File: src/shared/tcrx_defines.svh
// offsets, field positions, reset values and counts of the control bank
`ifndef TCRX_DEFINES_SVH
`define TCRX_DEFINES_SVH
`define TCRX_SLAVE_ADDR 7'h08
`define TCRX_BYTE_BITS 4'h8
`define TCRX_OFS_CHIP 8'h00
`define TCRX_OFS_BIAS 8'h01
`define TCRX_OFS_LOOP 8'h02
`define TCRX_OFS_MON 8'h03
`define TCRX_OFS_RXP 8'h04
`define TCRX_OFS_ADC_HI 8'h28
`define TCRX_OFS_ADC_LO 8'h29
`define TCRX_RST_CHIP 8'h41
`define TCRX_RST_BIAS 8'h00
`define TCRX_RST_LOOP 8'h00
`define TCRX_RST_MON 8'h00
`define TCRX_RST_RXP 8'h00
`define TCRX_SC_MASK 8'h82
`define TCRX_B_GRST 7
`define TCRX_B_IFRST 1
`define TCRX_B_CHIPEN 0
`define TCRX_B_PDTRIG 7
`define TCRX_B_PDRNG_HI 6
`define TCRX_B_PDRNG_LO 5
`define TCRX_B_OPENLP 4
`define TCRX_B_FLTEN 3
`define TCRX_B_BIASEN 2
`define TCRX_B_SINK 1
`define TCRX_B_CATH 0
`define TCRX_B_OPTLB 1
`define TCRX_B_ELELB 0
`define TCRX_B_CONVEN 7
`define TCRX_B_MONITOR_OSC_EN 6
`define TCRX_B_CONVRST 4
`define TCRX_B_MONSEL_HI 2
`define TCRX_B_MONSEL_LO 0
`define TCRX_B_RXPD 7
`define TCRX_B_DRVOFF 6
`define TCRX_B_INV 5
`define TCRX_B_RECOFF 4
`define TCRX_B_RECBP 3
`define TCRX_B_OCOFF 2
`define TCRX_B_EQOFF 1
`define TCRX_B_LOSRNG 0
// full-scale photodiode range in microamps: 3080, 1540, 770
`define TCRX_FS_HI 12'hc08
`define TCRX_FS_MID 12'h604
`define TCRX_FS_LO 12'h302
`endif

File: src/shared/tcrx_pkg.sv
// types shared by the control bank and its serial engine
package tcrx_pkg;
  typedef enum logic [3:0] {
    ST_IDLE, ST_ADDR, ST_ADDR_ACK, ST_REG, ST_REG_ACK,
    ST_WDATA, ST_WDATA_ACK, ST_RDATA, ST_RDATA_ACK, ST_WAIT
  } tcrx_state_e;
  typedef struct packed {
    logic [7:0] chip;
    logic [7:0] bias;
    logic [7:0] loop;
    logic [7:0] mon;
    logic [7:0] rxp;
  } tcrx_bank_s;
  typedef struct packed {
    logic sck;
    logic sda;
    logic fault;
    logic trip;
  } tcrx_pins_s;
  typedef struct packed {
    logic power_down;
    logic driver_off;
    logic invert;
    logic recovery_off;
    logic recovery_bypass;
    logic offset_cancel_off;
    logic equaliser_off;
    logic loss_range_sel;
  } tcrx_rx_s;
endpackage : tcrx_pkg
File: src/design/tcrx_regs_top.sv
// serial slave and control register bank of the transceiver core and rx path
`timescale 1ns/1ns
`include "tcrx_defines.svh"
module tcrx_regs_top (
  input wire logic CLK, // system clock, 25 MHz
  input wire logic RST_N, // synchronous reset, active low
  input wire logic SCK, // serial clock pin from the host
  input wire logic SDA, // serial data pin level
  output logic SDA_VAL, // serial data drive value, always low
  output logic SDA_OEN, // low while pulling the data pin low
  input wire logic [9:0] ADC_RESULT, // monitor converter result
  input wire logic TX_RECOVERY_BYPASS, // transmit recovery bypass setting
  input wire logic FAULT_IN, // laser fault detector pin
  input wire logic PD_MON_TRIP, // photodiode monitor pin trip
  output logic NVM_RESET, // one-cycle reset pulse to storage
  output logic CHIP_EN, // chip enabled
  output logic PD_TRIG_EN, // monitor pin fault trigger enabled
  output logic [1:0] PD_RANGE, // photodiode range code
  output logic [11:0] PD_FULL_SCALE, // full scale in microamps
  output logic OPEN_LOOP_EN, // open-loop bias control
  output logic FAULT_DETECT_EN, // fault detection on
  output logic LASER_BIAS_EN, // bias current flowing
  output logic BIAS_SINK_SEL, // bias pin sinks current
  output logic PD_CATHODE_SEL, // photodiode cathode at supply
  output logic LASER_FAULT, // latched laser fault
  output logic OPTICAL_LOOPBACK_SEL, // transmit recovery to receive output
  output logic ELECTRICAL_LOOPBACK_SEL, // receive recovery to transmit output
  output logic MON_CONV_EN, // monitor converter enabled
  output logic MON_OSC_EN, // converter oscillator enabled
  output logic MON_CONV_RESET, // converter held in reset
  output logic [2:0] MON_INPUT_SEL, // converter input select
  output logic MON_SEL_RESERVED, // reserved select code in use
  output tcrx_pkg::tcrx_rx_s RX_CTRL // receive path controls
);
  import tcrx_pkg::*;

  localparam tcrx_bank_s BANK_RST = '{
    chip: `TCRX_RST_CHIP, bias: `TCRX_RST_BIAS, loop: `TCRX_RST_LOOP,
    mon: `TCRX_RST_MON, rxp: `TCRX_RST_RXP};

  tcrx_pins_s pins_raw;
  tcrx_pins_s pins_s;
  logic sck_d_ff;
  logic sda_d_ff;
  logic rise;
  logic fall;
  logic start_ev;
  logic stop_ev;
  tcrx_state_e st_ff;
  logic [3:0] cnt_ff;
  logic [7:0] sh_ff;
  logic rnw_ff;
  logic [7:0] radr_ff;
  logic wr_go;
  tcrx_bank_s bank_ff;
  logic fault_ff;
  logic bias_d_ff;
  logic fault_set;
  logic fault_clr;

  function automatic logic [7:0] rd_byte(input logic [7:0] a, input tcrx_bank_s b,
                                         input logic [9:0] adc);
    logic [7:0] r;
    r = 8'h00;
    if (a == `TCRX_OFS_CHIP) begin
      r = b.chip;
    end else if (a == `TCRX_OFS_BIAS) begin
      r = b.bias;
    end else if (a == `TCRX_OFS_LOOP) begin
      r = b.loop;
    end else if (a == `TCRX_OFS_MON) begin
      r = b.mon;
    end else if (a == `TCRX_OFS_RXP) begin
      r = b.rxp;
    end else if (a == `TCRX_OFS_ADC_HI) begin
      r = adc[9:2];
    end else if (a == `TCRX_OFS_ADC_LO) begin
      r = {6'h00, adc[1:0]};
    end
    return r;
  endfunction : rd_byte

  function automatic logic [11:0] pd_fs(input logic [1:0] rng);
    logic [11:0] f;
    f = `TCRX_FS_LO;
    if (rng[1]) begin
      f = `TCRX_FS_HI;
    end else if (rng[0]) begin
      f = `TCRX_FS_MID;
    end
    return f;
  endfunction : pd_fs

  assign pins_raw = '{sck: SCK, sda: SDA, fault: FAULT_IN, trip: PD_MON_TRIP};

  tcrx_sync u_sync (
    .clk(CLK),
    .rst_n(RST_N),
    .pins_async(pins_raw),
    .pins_sync(pins_s)
  );

  // serial clock runs 8x slower than CLK, so edges are found by sampling
  always_ff @(posedge CLK) begin
    if (!RST_N) begin
      sck_d_ff <= 1'b1;
      sda_d_ff <= 1'b1;
    end else begin
      sck_d_ff <= pins_s.sck;
      sda_d_ff <= pins_s.sda;
    end
  end

  assign rise = pins_s.sck & ~sck_d_ff;
  assign fall = ~pins_s.sck & sck_d_ff;
  assign start_ev = pins_s.sck & sck_d_ff & sda_d_ff & ~pins_s.sda;
  assign stop_ev = pins_s.sck & sck_d_ff & ~sda_d_ff & pins_s.sda;
  assign wr_go = fall && (st_ff == ST_WDATA) && (cnt_ff == `TCRX_BYTE_BITS);

  // data bits taken on the rising edge, our drive changes on the falling edge
  always_ff @(posedge CLK) begin
    if (!RST_N) begin
      st_ff <= ST_IDLE;
      cnt_ff <= 4'h0;
      sh_ff <= 8'h00;
      rnw_ff <= 1'b0;
      radr_ff <= 8'h00;
      SDA_OEN <= 1'b1;
      SDA_VAL <= 1'b0;
    end else begin
      SDA_VAL <= 1'b0;
      if (start_ev) begin
        // repeated start is taken the same way as a first start
        st_ff <= ST_ADDR;
        cnt_ff <= 4'h0;
        SDA_OEN <= 1'b1;
      end else if (stop_ev) begin
        st_ff <= ST_IDLE;
        SDA_OEN <= 1'b1;
      end else if (rise) begin
        if (st_ff inside {ST_ADDR, ST_REG, ST_WDATA} && cnt_ff != `TCRX_BYTE_BITS) begin
          sh_ff <= {sh_ff[6:0], pins_s.sda};
          cnt_ff <= cnt_ff + 4'h1;
        end else if (st_ff == ST_RDATA) begin
          cnt_ff <= cnt_ff + 4'h1;
        end
      end else if (fall) begin
        case (st_ff)
          ST_ADDR: begin
            if (cnt_ff == `TCRX_BYTE_BITS) begin
              cnt_ff <= 4'h0;
              if (sh_ff[7:1] == `TCRX_SLAVE_ADDR) begin
                rnw_ff <= sh_ff[0];
                SDA_OEN <= 1'b0;
                st_ff <= ST_ADDR_ACK;
              end else begin
                // not ours: leave the line high and sit out the frame
                st_ff <= ST_WAIT;
              end
            end
          end
          ST_ADDR_ACK: begin
            SDA_OEN <= 1'b1;
            st_ff <= ST_REG;
          end
          ST_REG: begin
            if (cnt_ff == `TCRX_BYTE_BITS) begin
              cnt_ff <= 4'h0;
              radr_ff <= sh_ff;
              SDA_OEN <= 1'b0;
              st_ff <= ST_REG_ACK;
            end
          end
          ST_REG_ACK: begin
            if (rnw_ff) begin
              sh_ff <= rd_byte(radr_ff, bank_ff, ADC_RESULT);
              SDA_OEN <= rd_byte(radr_ff, bank_ff, ADC_RESULT) >> 7 != 8'h00;
              st_ff <= ST_RDATA;
            end else begin
              SDA_OEN <= 1'b1;
              st_ff <= ST_WDATA;
            end
          end
          ST_WDATA: begin
            if (cnt_ff == `TCRX_BYTE_BITS) begin
              cnt_ff <= 4'h0;
              SDA_OEN <= 1'b0;
              st_ff <= ST_WDATA_ACK;
            end
          end
          ST_WDATA_ACK: begin
            SDA_OEN <= 1'b1;
            st_ff <= ST_WAIT;
          end
          ST_RDATA: begin
            if (cnt_ff == `TCRX_BYTE_BITS) begin
              cnt_ff <= 4'h0;
              SDA_OEN <= 1'b1;
              st_ff <= ST_RDATA_ACK;
            end else begin
              sh_ff <= {sh_ff[6:0], 1'b0};
              SDA_OEN <= sh_ff[6];
            end
          end
          ST_RDATA_ACK: begin
            // one byte per frame, so the host's ack is not looked at
            st_ff <= ST_WAIT;
          end
          default: begin
          end
        endcase
      end
    end
  end

  // reset bits are never stored, so they read zero at once
  always_ff @(posedge CLK) begin
    if (!RST_N) begin
      bank_ff <= BANK_RST;
      NVM_RESET <= 1'b0;
    end else begin
      NVM_RESET <= 1'b0;
      if (wr_go) begin
        if (radr_ff == `TCRX_OFS_CHIP) begin
          if (sh_ff[`TCRX_B_GRST] || sh_ff[`TCRX_B_IFRST]) begin
            bank_ff <= BANK_RST;
            NVM_RESET <= sh_ff[`TCRX_B_GRST];
          end else begin
            bank_ff.chip <= sh_ff & ~`TCRX_SC_MASK;
          end
        end else if (radr_ff == `TCRX_OFS_BIAS) begin
          bank_ff.bias <= sh_ff;
        end else if (radr_ff == `TCRX_OFS_LOOP) begin
          bank_ff.loop <= sh_ff;
        end else if (radr_ff == `TCRX_OFS_MON) begin
          bank_ff.mon <= sh_ff;
        end else if (radr_ff == `TCRX_OFS_RXP) begin
          bank_ff.rxp <= sh_ff;
        end
      end
    end
  end

  // fault latch: only the host dropping the bias enable clears it
  assign fault_set = bank_ff.bias[`TCRX_B_BIASEN] &&
                     ((bank_ff.bias[`TCRX_B_FLTEN] && pins_s.fault) ||
                      (bank_ff.bias[`TCRX_B_PDTRIG] && pins_s.trip));
  assign fault_clr = bias_d_ff && !bank_ff.bias[`TCRX_B_BIASEN];

  always_ff @(posedge CLK) begin
    if (!RST_N) begin
      fault_ff <= 1'b0;
      bias_d_ff <= 1'b0;
    end else begin
      bias_d_ff <= bank_ff.bias[`TCRX_B_BIASEN];
      if (fault_set) begin
        fault_ff <= 1'b1;
      end else if (fault_clr) begin
        fault_ff <= 1'b0;
      end
    end
  end

  // all controls leave through flops, one clock behind the bank, the fault latch (LASER_FAULT, LASER_BIAS_EN) or TX_RECOVERY_BYPASS
  always_ff @(posedge CLK) begin
    if (!RST_N) begin
      CHIP_EN <= 1'b1;
      PD_TRIG_EN <= 1'b0;
      PD_RANGE <= 2'h0;
      PD_FULL_SCALE <= `TCRX_FS_LO;
      OPEN_LOOP_EN <= 1'b0;
      FAULT_DETECT_EN <= 1'b0;
      LASER_BIAS_EN <= 1'b0;
      BIAS_SINK_SEL <= 1'b0;
      PD_CATHODE_SEL <= 1'b0;
      LASER_FAULT <= 1'b0;
      OPTICAL_LOOPBACK_SEL <= 1'b0;
      ELECTRICAL_LOOPBACK_SEL <= 1'b0;
      MON_CONV_EN <= 1'b0;
      MON_OSC_EN <= 1'b0;
      MON_CONV_RESET <= 1'b0;
      MON_INPUT_SEL <= 3'h0;
      MON_SEL_RESERVED <= 1'b0;
      RX_CTRL <= '0;
    end else begin
      CHIP_EN <= bank_ff.chip[`TCRX_B_CHIPEN];
      PD_TRIG_EN <= bank_ff.bias[`TCRX_B_PDTRIG];
      PD_RANGE <= bank_ff.bias[`TCRX_B_PDRNG_HI:`TCRX_B_PDRNG_LO];
      PD_FULL_SCALE <= pd_fs(bank_ff.bias[`TCRX_B_PDRNG_HI:`TCRX_B_PDRNG_LO]);
      OPEN_LOOP_EN <= bank_ff.bias[`TCRX_B_OPENLP];
      FAULT_DETECT_EN <= bank_ff.bias[`TCRX_B_FLTEN];
      LASER_BIAS_EN <= bank_ff.bias[`TCRX_B_BIASEN] && bank_ff.chip[`TCRX_B_CHIPEN] &&
                       !fault_ff;
      BIAS_SINK_SEL <= bank_ff.bias[`TCRX_B_SINK];
      PD_CATHODE_SEL <= bank_ff.bias[`TCRX_B_CATH];
      LASER_FAULT <= fault_ff;
      OPTICAL_LOOPBACK_SEL <= bank_ff.loop[`TCRX_B_OPTLB];
      ELECTRICAL_LOOPBACK_SEL <= bank_ff.loop[`TCRX_B_ELELB];
      MON_CONV_EN <= bank_ff.mon[`TCRX_B_CONVEN];
      MON_OSC_EN <= bank_ff.mon[`TCRX_B_MONITOR_OSC_EN];
      MON_CONV_RESET <= bank_ff.mon[`TCRX_B_CONVRST];
      MON_INPUT_SEL <= bank_ff.mon[`TCRX_B_MONSEL_HI:`TCRX_B_MONSEL_LO];
      MON_SEL_RESERVED <= bank_ff.mon[`TCRX_B_MONSEL_HI];
      RX_CTRL.power_down <= bank_ff.rxp[`TCRX_B_RXPD];
      RX_CTRL.driver_off <= bank_ff.rxp[`TCRX_B_DRVOFF];
      RX_CTRL.invert <= bank_ff.rxp[`TCRX_B_INV];
      RX_CTRL.recovery_off <= bank_ff.rxp[`TCRX_B_RECOFF];
      RX_CTRL.recovery_bypass <= bank_ff.rxp[`TCRX_B_RECBP] && TX_RECOVERY_BYPASS;
      RX_CTRL.offset_cancel_off <= bank_ff.rxp[`TCRX_B_OCOFF];
      RX_CTRL.equaliser_off <= bank_ff.rxp[`TCRX_B_EQOFF];
      RX_CTRL.loss_range_sel <= bank_ff.rxp[`TCRX_B_LOSRNG];
    end
  end
endmodule : tcrx_regs_top

File: src/design/tcrx_sync.sv
// two-flop synchronisers for the pins that arrive from outside the clock
`timescale 1ns/1ns
module tcrx_sync (
  input wire logic clk, // system clock
  input wire logic rst_n, // synchronous reset, active low
  input wire logic [3:0] pins_async, // raw pin levels
  output logic [3:0] pins_sync // synchronised levels
);
  logic [3:0] meta_ff;
  genvar i;
  generate
    for (i = 0; i < 4; i++) begin : g_sync
      always_ff @(posedge clk) begin
        if (!rst_n) begin
          meta_ff[i] <= 1'b1;
          pins_sync[i] <= 1'b1;
        end else begin
          meta_ff[i] <= pins_async[i];
          pins_sync[i] <= meta_ff[i];
        end
      end
    end
  endgenerate
endmodule : tcrx_sync

File: config.mk
export PLATFORM = sky130hd
export DESIGN_NAME = tcrx_regs_top
export DESIGN_NICKNAME = d
export VERILOG_FILES = /design/src/shared/tcrx_pkg.sv /design/src/design/tcrx_regs_top.sv /design/src/design/tcrx_sync.sv
export VERILOG_INCLUDE_DIRS = /design/src /design/src/shared
export SDC_FILE = /design/constraint.sdc
export NUM_CORES = 1
export LEC_CHECK = 0
export ABC_CLOCK_PERIOD_IN_PS = 5300
export BUFFER_PORTS_ARGS = -buffer_cell sky130_fd_sc_hd__buf_2
export CAP_MARGIN = 20
export CORE_MARGIN = 2
export CORE_UTILIZATION = 45
export CTS_CLUSTER_DIAMETER = 40
export CTS_CLUSTER_SIZE = 40
export DETAILED_ROUTE_END_ITERATION = 7
export PLACE_DENSITY_LB_ADDON = 0.2
export REMOVE_ABC_BUFFERS = 1
export SYNTH_ARGS = -nofsm -noshare
export SYNTH_HDL_FRONTEND = slang
export SYNTH_SLANG_ARGS = --single-unit
File: constraint.sdc
create_clock -name CLK -period 5.3 [get_ports CLK]
set_input_delay 0.265 -clock CLK [delete_from_list [all_inputs] [get_ports CLK]]
set_output_delay 0.265 -clock CLK [all_outputs]
set_load 0.005 [all_outputs]
Word level (Yosys, flattened, before mapping)
Cells that the tools add are included.
W data, S select, Z words.
{"block": "op_classes", "addsub": 1, "mul": 0, "n_div": 0, "n_lt_le_gt_ge": 0, "n_eq_ne": 36, "shift": 0, "mux": 50, "bitwise": 15, "n_reduce_logical": 49}
{"cell": "$mux W8", "n": 16}
{"cell": "$mux W32", "n": 2}
{"cell": "$mux W4", "n": 11}
{"cell": "$pmux W4 S7", "n": 1}
{"cell": "$reduce_and A7 Y1", "n": 4}
{"cell": "$mux W24", "n": 1}
{"cell": "$reduce_and A6 Y1", "n": 3}
{"cell": "$eq A4 B3 Y1 const B", "n": 4}
{"cell": "$eq A8 B2 Y1 const B", "n": 2}
{"cell": "$eq A8 B6 Y1 const B", "n": 2}
{"cell": "$mux W16", "n": 1}
{"cell": "$ne A4 B4 Y1 const B", "n": 4}
{"cell": "$pmux W8 S2", "n": 1}
{"cell": "$reduce_bool A2 Y1", "n": 8}
{"cell": "$mux W12", "n": 1}
{"cell": "$ne A2 B2 Y1 const B", "n": 6}
{"cell": "$mux W1", "n": 11}
{"cell": "$mux W11", "n": 1}
{"cell": "$logic_and A1 B1 Y1", "n": 10}
{"cell": "$ne A2 B1 Y1 const B", "n": 5}
{"cell": "$reduce_and A5 Y1", "n": 2}
{"cell": "$reduce_or A2 Y1", "n": 5}
{"cell": "$reduce_bool A3 Y1", "n": 3}
{"cell": "$reduce_bool A9 Y1", "n": 1}
{"cell": "25 further kinds", "n": 46}
{"block": "word_totals", "regBits": 118, "latchBits": 0, "ram_bits": 0, "mem_bits_ro": 0, "inputBits": 17, "out_inout_bits": 42, "elab_cells": 202, "memories": 0}

Depth between registers and ports, before layout
{"block": "logic_depth", "depth_word": 12, "ltp_mapped": 9, "ltp_nobuf": 7}

Hierarchy
Synthesis repeated with hierarchy kept, for this count alone.
{"block": "unflattened", "cells_unflattened": 538, "hier_area_um2": 4865.9}
{"module": "tcrx_regs_top", "instances": 1, "cells_each": 522, "area_each_um2": 4655.7}
{"module": "tcrx_sync", "instances": 1, "cells_each": 16, "area_each_um2": 210.2}

Worst setup path after synthesis
No wires, ideal clock.
{"block": "synth_timing", "kind": "register to register", "from": "register u_sync.pins_sync[3]", "to": "register cnt_ff[2]", "t_arrival_ns": 2.033, "t_required_ns": 5.184, "slack_ns": 3.152, "stages_incl_launch_ff": 8, "path_buffers": 0, "path_cell_list": "dfxtp_1 -> inv_1 -> ha_1 -> or3b_2 -> a2111oi_0 -> nand2_1 -> xor2_1 -> nor2_1"}
{"block": "synth_between", "elab_chain_len": 5, "elab_cells_between_ends": 16}
{"element": "start, declared", "line_no": "tcrx_sync.sv:7", "source": "output logic [3:0] pins_sync"}
{"element": "start signal, assigned by index", "line_no": "tcrx_sync.sv:19", "source": "pins_sync[i] <= meta_ff[i];"}
{"element": "$and A1 B1 Y1", "line_no": "tcrx_regs_top.sv:116, tcrx_regs_top.sv:117"}
{"element": "$and A1 B1 Y1 (2 in series)", "line_no": "tcrx_regs_top.sv:117", "source": "assign stop_ev = pins_s.sck & sck_d_ff & ~sda_d_ff & pins_s.sda;"}
{"element": "$not A1 Y1 (no source line)"}
{"element": "$reduce_and A5 Y1 (no source line)"}
{"element": "end signal, assigned", "line_no": "tcrx_regs_top.sv:143", "source": "cnt_ff <= cnt_ff + 4'h1;"}
{"element": "end signal, assigned", "line_no": "tcrx_regs_top.sv:145", "source": "cnt_ff <= cnt_ff + 4'h1;"}
{"element": "end, declared", "line_no": "tcrx_regs_top.sv:50", "source": "logic [3:0] cnt_ff;"}
Several ways; a longest one is shown, not always the timed one.
A chain may end at the register's enable or synchronous reset.

Worst setup path in the final report
{"block": "layout_timing", "from": "register radr_ff[2]", "to": "register bank_ff[32] (netlist name)"}
{"block": "layout_between", "elab_chain_len": 2}
{"element": "start, declared", "line_no": "tcrx_regs_top.sv:53", "source": "logic [7:0] radr_ff;"}
{"element": "start signal, assigned", "line_no": "tcrx_regs_top.sv:127", "source": "radr_ff <= 8'h00;"}
{"element": "start signal, assigned", "line_no": "tcrx_regs_top.sv:169", "source": "radr_ff <= sh_ff;"}
{"element": "$logic_not A8 Y1 (no source line)"}
{"element": "$reduce_and A2 Y1 (no source line)"}
{"element": "end, declared", "line_no": "tcrx_regs_top.sv:55", "source": "tcrx_bank_s bank_ff;"}
No other way between the ends.

==> PnR_summary.wiki <==
{| class="wikitable"
! Metric !! Value
|-
| Iter 0 DRT Violations || 281
|-
| Hold WC Path Type || in -> reg
|-
| Worst r2r path cells || 5
|-
| Drt first pass iters || 5
|-
| H-tree level count || 3
|-
| Vertical die dimension || 107.3 um
|-
| Most common cell on crit path || sky130_fd_sc_hd__or4_4
|-
| Unrepaired setup endpoints after global routing || no
|-
| Post-detailed-route DRC marker count || 0
|-
| Clock tree from TritonCTS || done
|-
| Portion of the clock cycle consumed by the worst path in the final layout || 0.4780
|-
| Detailed-route via count || 3843
|-
| Outcome || finished, final reports clean
|-
| Slack of the critical path || 2.766 ns
|-
| Final setup violation count || 0
|-
| First-pass GRT wire length || about 18000 um
|-
| CTS Root Cell || sky130_fd_sc_hd__clkbuf_8
|-
| Capturing point of the worst reg2reg path || bank_ff[32]
|-
| Arrival time at the worst endpoint || around 2.8 ns
|-
| Largest clock skew in the final design || ~0.010 ns
|-
| Critical path peak fanout || 18
|-
| Data required time of the critical path || 5.53 ns
|-
| Critical path type || reg -> reg
|-
| Vias per cell || about 5.4
|-
| Ordered list of cells on the worst path || or4_4 -> or4_4 -> nand2b_1 -> nor4_1 -> o21ai_0
|-
| Num ports || 59
|-
| Worst-case setup slack after placement || 2.767 ns
|-
| Residual overflow from global routing || 0
|-
| Std cell rows || 37
|-
| Reg-to-reg setup timing slack || ~2.8 ns
|-
| Initial cell density of the core || 0.4649
|-
| Max clock buf depth || 2
|-
| Worst-Margin Slew || 1.130 ns
|-
| Chip Width || 107.3 um
|-
| Total of max-cap violations || 0
|-
| GRT Max-Usage Layer || met2
|-
| Vias in the first global route || 3505
|-
| Clk slew on worst S/H paths || 0.09 ns
|-
| Number of library cell types mapped by synthesis || 61
|-
| Final nets || between 500 and 600
|-
| Max Freq || 394.7 MHz
|-
| Average wire per standard cell || 16.02 um
|-
| Antenna Cells || 0
|-
| Standard cell area after detailed placement || between 5000 and 6000 um2
|-
| Worst Setup Start Kind || flip-flop
|-
| Slowest stage cell, crit path || sky130_fd_sc_hd__or4_4
|-
| Antenna Violating Nets Remaining || 0
|-
| Initial antenna violation count || 0
|-
| Met3 usage || 0.03874
|-
| Filler Cell Count || a little under 1000
|-
| Mean area per synthesized cell || 8.921 um2
|-
| Total standard cell area after synthesis || 4800 um2
|-
| Total of warnings raised by yosys || 0
|-
| Core Footprint || 10320 um2
|-
| Setup TNS || 0 ns
|-
| Half-perimeter wire length after placement || 7723 um
|-
| Number of hold violations in the final report || 0
|-
| Setup Fix Bufs, Post-CTS || 0
|-
| Prevailing post-synth register cell || sky130_fd_sc_hd__dfxtp_1
|-
| Wirelength, routed || 11360 um
|-
| Global-route met1 utilization || 0.2745
|-
| Layout cells sized above 1 || 0.1658
|-
| TritonCTS buffer count || 9
|-
| Number of synthesized register bits || roughly 110
|-
| IO Port Bufs || 52
|-
| Met2 capacity usage during global routing || 0.3287
|-
| Worst skew pair latency || 0.37 ns
|-
| Max transition margin || 0.2468
|-
| Cell Pwr Density || 249.0 nW/um2
|-
| Largest net degree at the start of global routing || between 50 and 60
|-
| Clock net sink count || 107
|-
| Largest stage delay, worst path || 0.63 ns
|-
| Origin of the worst min-delay path || SCK
|-
| Async set or reset register ratio after synthesis || 0
|-
| Die Footprint || roughly 12000 um2
|-
| Hold buffers post-CTS || 0
|-
| Number of enable flip-flop cells after synthesis || 0
|-
| Final critical delay including setup and external delays || 2.534 ns
|-
| Syn Inst Count || 538
|-
| Final weighted congestion of routability-driven global placement || 0.8510
|-
| Worst voltage drop across the vdd grid || 0.1358 mV
|-
| Synth-to-Final Area Change || 8.733%
|-
| WHS Path Cells || 2
|-
| Final Slew Violations || 0
|-
| Total Power Consumption || 1.300 mW
|-
| Type of element capturing the critical path || flip-flop
|-
| Origin of the critical flop-to-flop path || radr_ff[2]
|-
| Gr usage total || 0.2040
|-
| LEAKAGE || 2.221 nW
|-
| Quantity of gates resized following cts || 0
|-
| Sequential-to-total area share from yosys stat || 0.4463
|-
| Post-layout instance area || 5219 um2
|-
| Endpoint of the worst hold-timing path || u_sync.meta_ff[3]
|}
-- logic make-up after synthesis --
family | count (synthesis) | share of synthesized area
AND/OR/NAND/NOR | 224 | 0.2490
adder cells (fa/ha/maj) | 5 | 0.01303
flip-flops | 107 | 0.4463
buffers and inverters | 57 | 0.05918
other | 1 | 0.0007813
XOR/XNOR | 2 | 0.003650
AO/OA/AOI/OAI | 93 | 0.1220
multiplexers | 49 | 0.1061
-- stage by stage --
step / hold slack (ns) / util / instances
detailed placement: 0.3940 / 0.4885 / 692
global placement: 0.3904 / 0.4885 / 692
global route: 0.06674 / 0.5055 / 709
floorplan: 0.3339 / - / 501
CTS: 0.05872 / 0.5048 / 708
finish: 0.06796 / 0.5055 / 709
-- how the worst max path moves through the flow --
| stage | startpoint | to | slack, ns | cells past startpoint |
|---|---|---|---|---|
| floorplan | radr_ff[2] | bank_ff[38] | 3.14 | 5 |
| global placement | st_ff[2] | bank_ff[5] | 2.78 | 5 |
| detailed placement | radr_ff[6] | bank_ff[14] | 2.77 | 5 |
| CTS | radr_ff[6] | bank_ff[29] | 2.75 | 5 |
| global route | st_ff[2] | bank_ff[3] | 2.61 | 5 |
| finish | radr_ff[2] | bank_ff[32] | 2.77 | 5 |
-- worst max-delay path: cells and delay by family, from the launching register on --
kind               cells  cell delay (ns)
AOI/OAI and AO/OA      1             0.10
DFF                    1             0.54
and+or+nand+nor        4             1.75
-- per-layer routing --
layer / wire, um / vias up
met4: 211 / 0
met1: 5250 / 1814
met5: 0 / -
met3: 601 / 17
li1: - / 1905
met2: 5297 / 107
-- registers in the layout, summed over array words and instances, names as in the netlist, 5 cells and up --
| signal | count |
|---|---|
| bank_ff | 38 |
| PD_FULL_SCALE | 5 |
| sh_ff | 8 |
| RX_CTRL | 8 |
| radr_ff | 8 |
-- final cells by class --
type,instances,area [um2],share of cell area
Clock inverter,6,40.04,0.007672
Multi-Input combinational cell,379,2392,0.4584
Sequential cell,107,2142,0.4105
Tap cell,136,170.2,0.03261
Timing Repair Buffer,56,290.3,0.05562
Inverter,15,56.30,0.01079
Clock buffer,10,127.6,0.02445
-- synth_stat cells, types with 5 or more instances --
library cell / instances / share of area
sky130_fd_sc_hd__a21oi_1: 22 / 0.023
sky130_fd_sc_hd__a221o_1: 5 / 0.010
sky130_fd_sc_hd__a31oi_1: 9 / 0.012
sky130_fd_sc_hd__and2_1: 30 / 0.039
sky130_fd_sc_hd__buf_4: 10 / 0.016
sky130_fd_sc_hd__clkbuf_1: 22 / 0.017
sky130_fd_sc_hd__dfxtp_1: 107 / 0.45
sky130_fd_sc_hd__ha_1: 5 / 0.013
sky130_fd_sc_hd__inv_1: 14 / 0.011
sky130_fd_sc_hd__mux2_2: 5 / 0.012
sky130_fd_sc_hd__mux2i_1: 43 / 0.090
sky130_fd_sc_hd__nand2_1: 39 / 0.031
sky130_fd_sc_hd__nand2b_1: 22 / 0.029
sky130_fd_sc_hd__nand3_1: 15 / 0.016
sky130_fd_sc_hd__nor2_1: 67 / 0.052
sky130_fd_sc_hd__nor2b_1: 6 / 0.0078
sky130_fd_sc_hd__nor3_1: 7 / 0.0073
sky130_fd_sc_hd__o21ai_0: 26 / 0.027
sky130_fd_sc_hd__o22ai_1: 8 / 0.010
-- where the power goes --
part	leakage (nW)	switching, mW	total [mW]	internal [mW]
logic	1.27	0.0236	0.0363	0.0127
clock network	0.0864	0.281	0.453	0.171
registers	0.864	0.00365	0.811	0.807
total	2.22	0.308	1.30	0.991
-- cell usage in the layout, fill, tap and decap left out, types with 3 or more instances in the layout --
master	netlist	routed
sky130_fd_sc_hd__buf_2	4	52
sky130_fd_sc_hd__dfxtp_1	107	107
sky130_fd_sc_hd__a211oi_1	3	3
sky130_fd_sc_hd__nor2b_1	6	6
sky130_fd_sc_hd__nor4_1	4	4
sky130_fd_sc_hd__and2_1	30	30
sky130_fd_sc_hd__a21oi_1	22	22
sky130_fd_sc_hd__o21ai_0	26	26
sky130_fd_sc_hd__nand3_1	15	15
sky130_fd_sc_hd__a31oi_1	9	9
sky130_fd_sc_hd__nand2b_1	22	22
sky130_fd_sc_hd__mux2i_1	43	43
sky130_fd_sc_hd__ha_1	5	5
sky130_fd_sc_hd__mux2_2	5	5
sky130_fd_sc_hd__conb_1	1	6
sky130_fd_sc_hd__or3b_2	3	3
sky130_fd_sc_hd__nand2_1	39	39
sky130_fd_sc_hd__inv_1	14	14
sky130_fd_sc_hd__clkbuf_8	0	9
sky130_fd_sc_hd__o22ai_1	8	8
sky130_fd_sc_hd__nor3_1	7	7
sky130_fd_sc_hd__a221oi_1	4	4
sky130_fd_sc_hd__nand3b_1	4	4
sky130_fd_sc_hd__buf_4	10	4
sky130_fd_sc_hd__nor2_1	67	67
sky130_fd_sc_hd__nand3_2	3	3
sky130_fd_sc_hd__clkinv_2	0	3
sky130_fd_sc_hd__a221o_1	5	5
sky130_fd_sc_hd__nor3b_1	4	4
(Power assumes the default switching activity.)
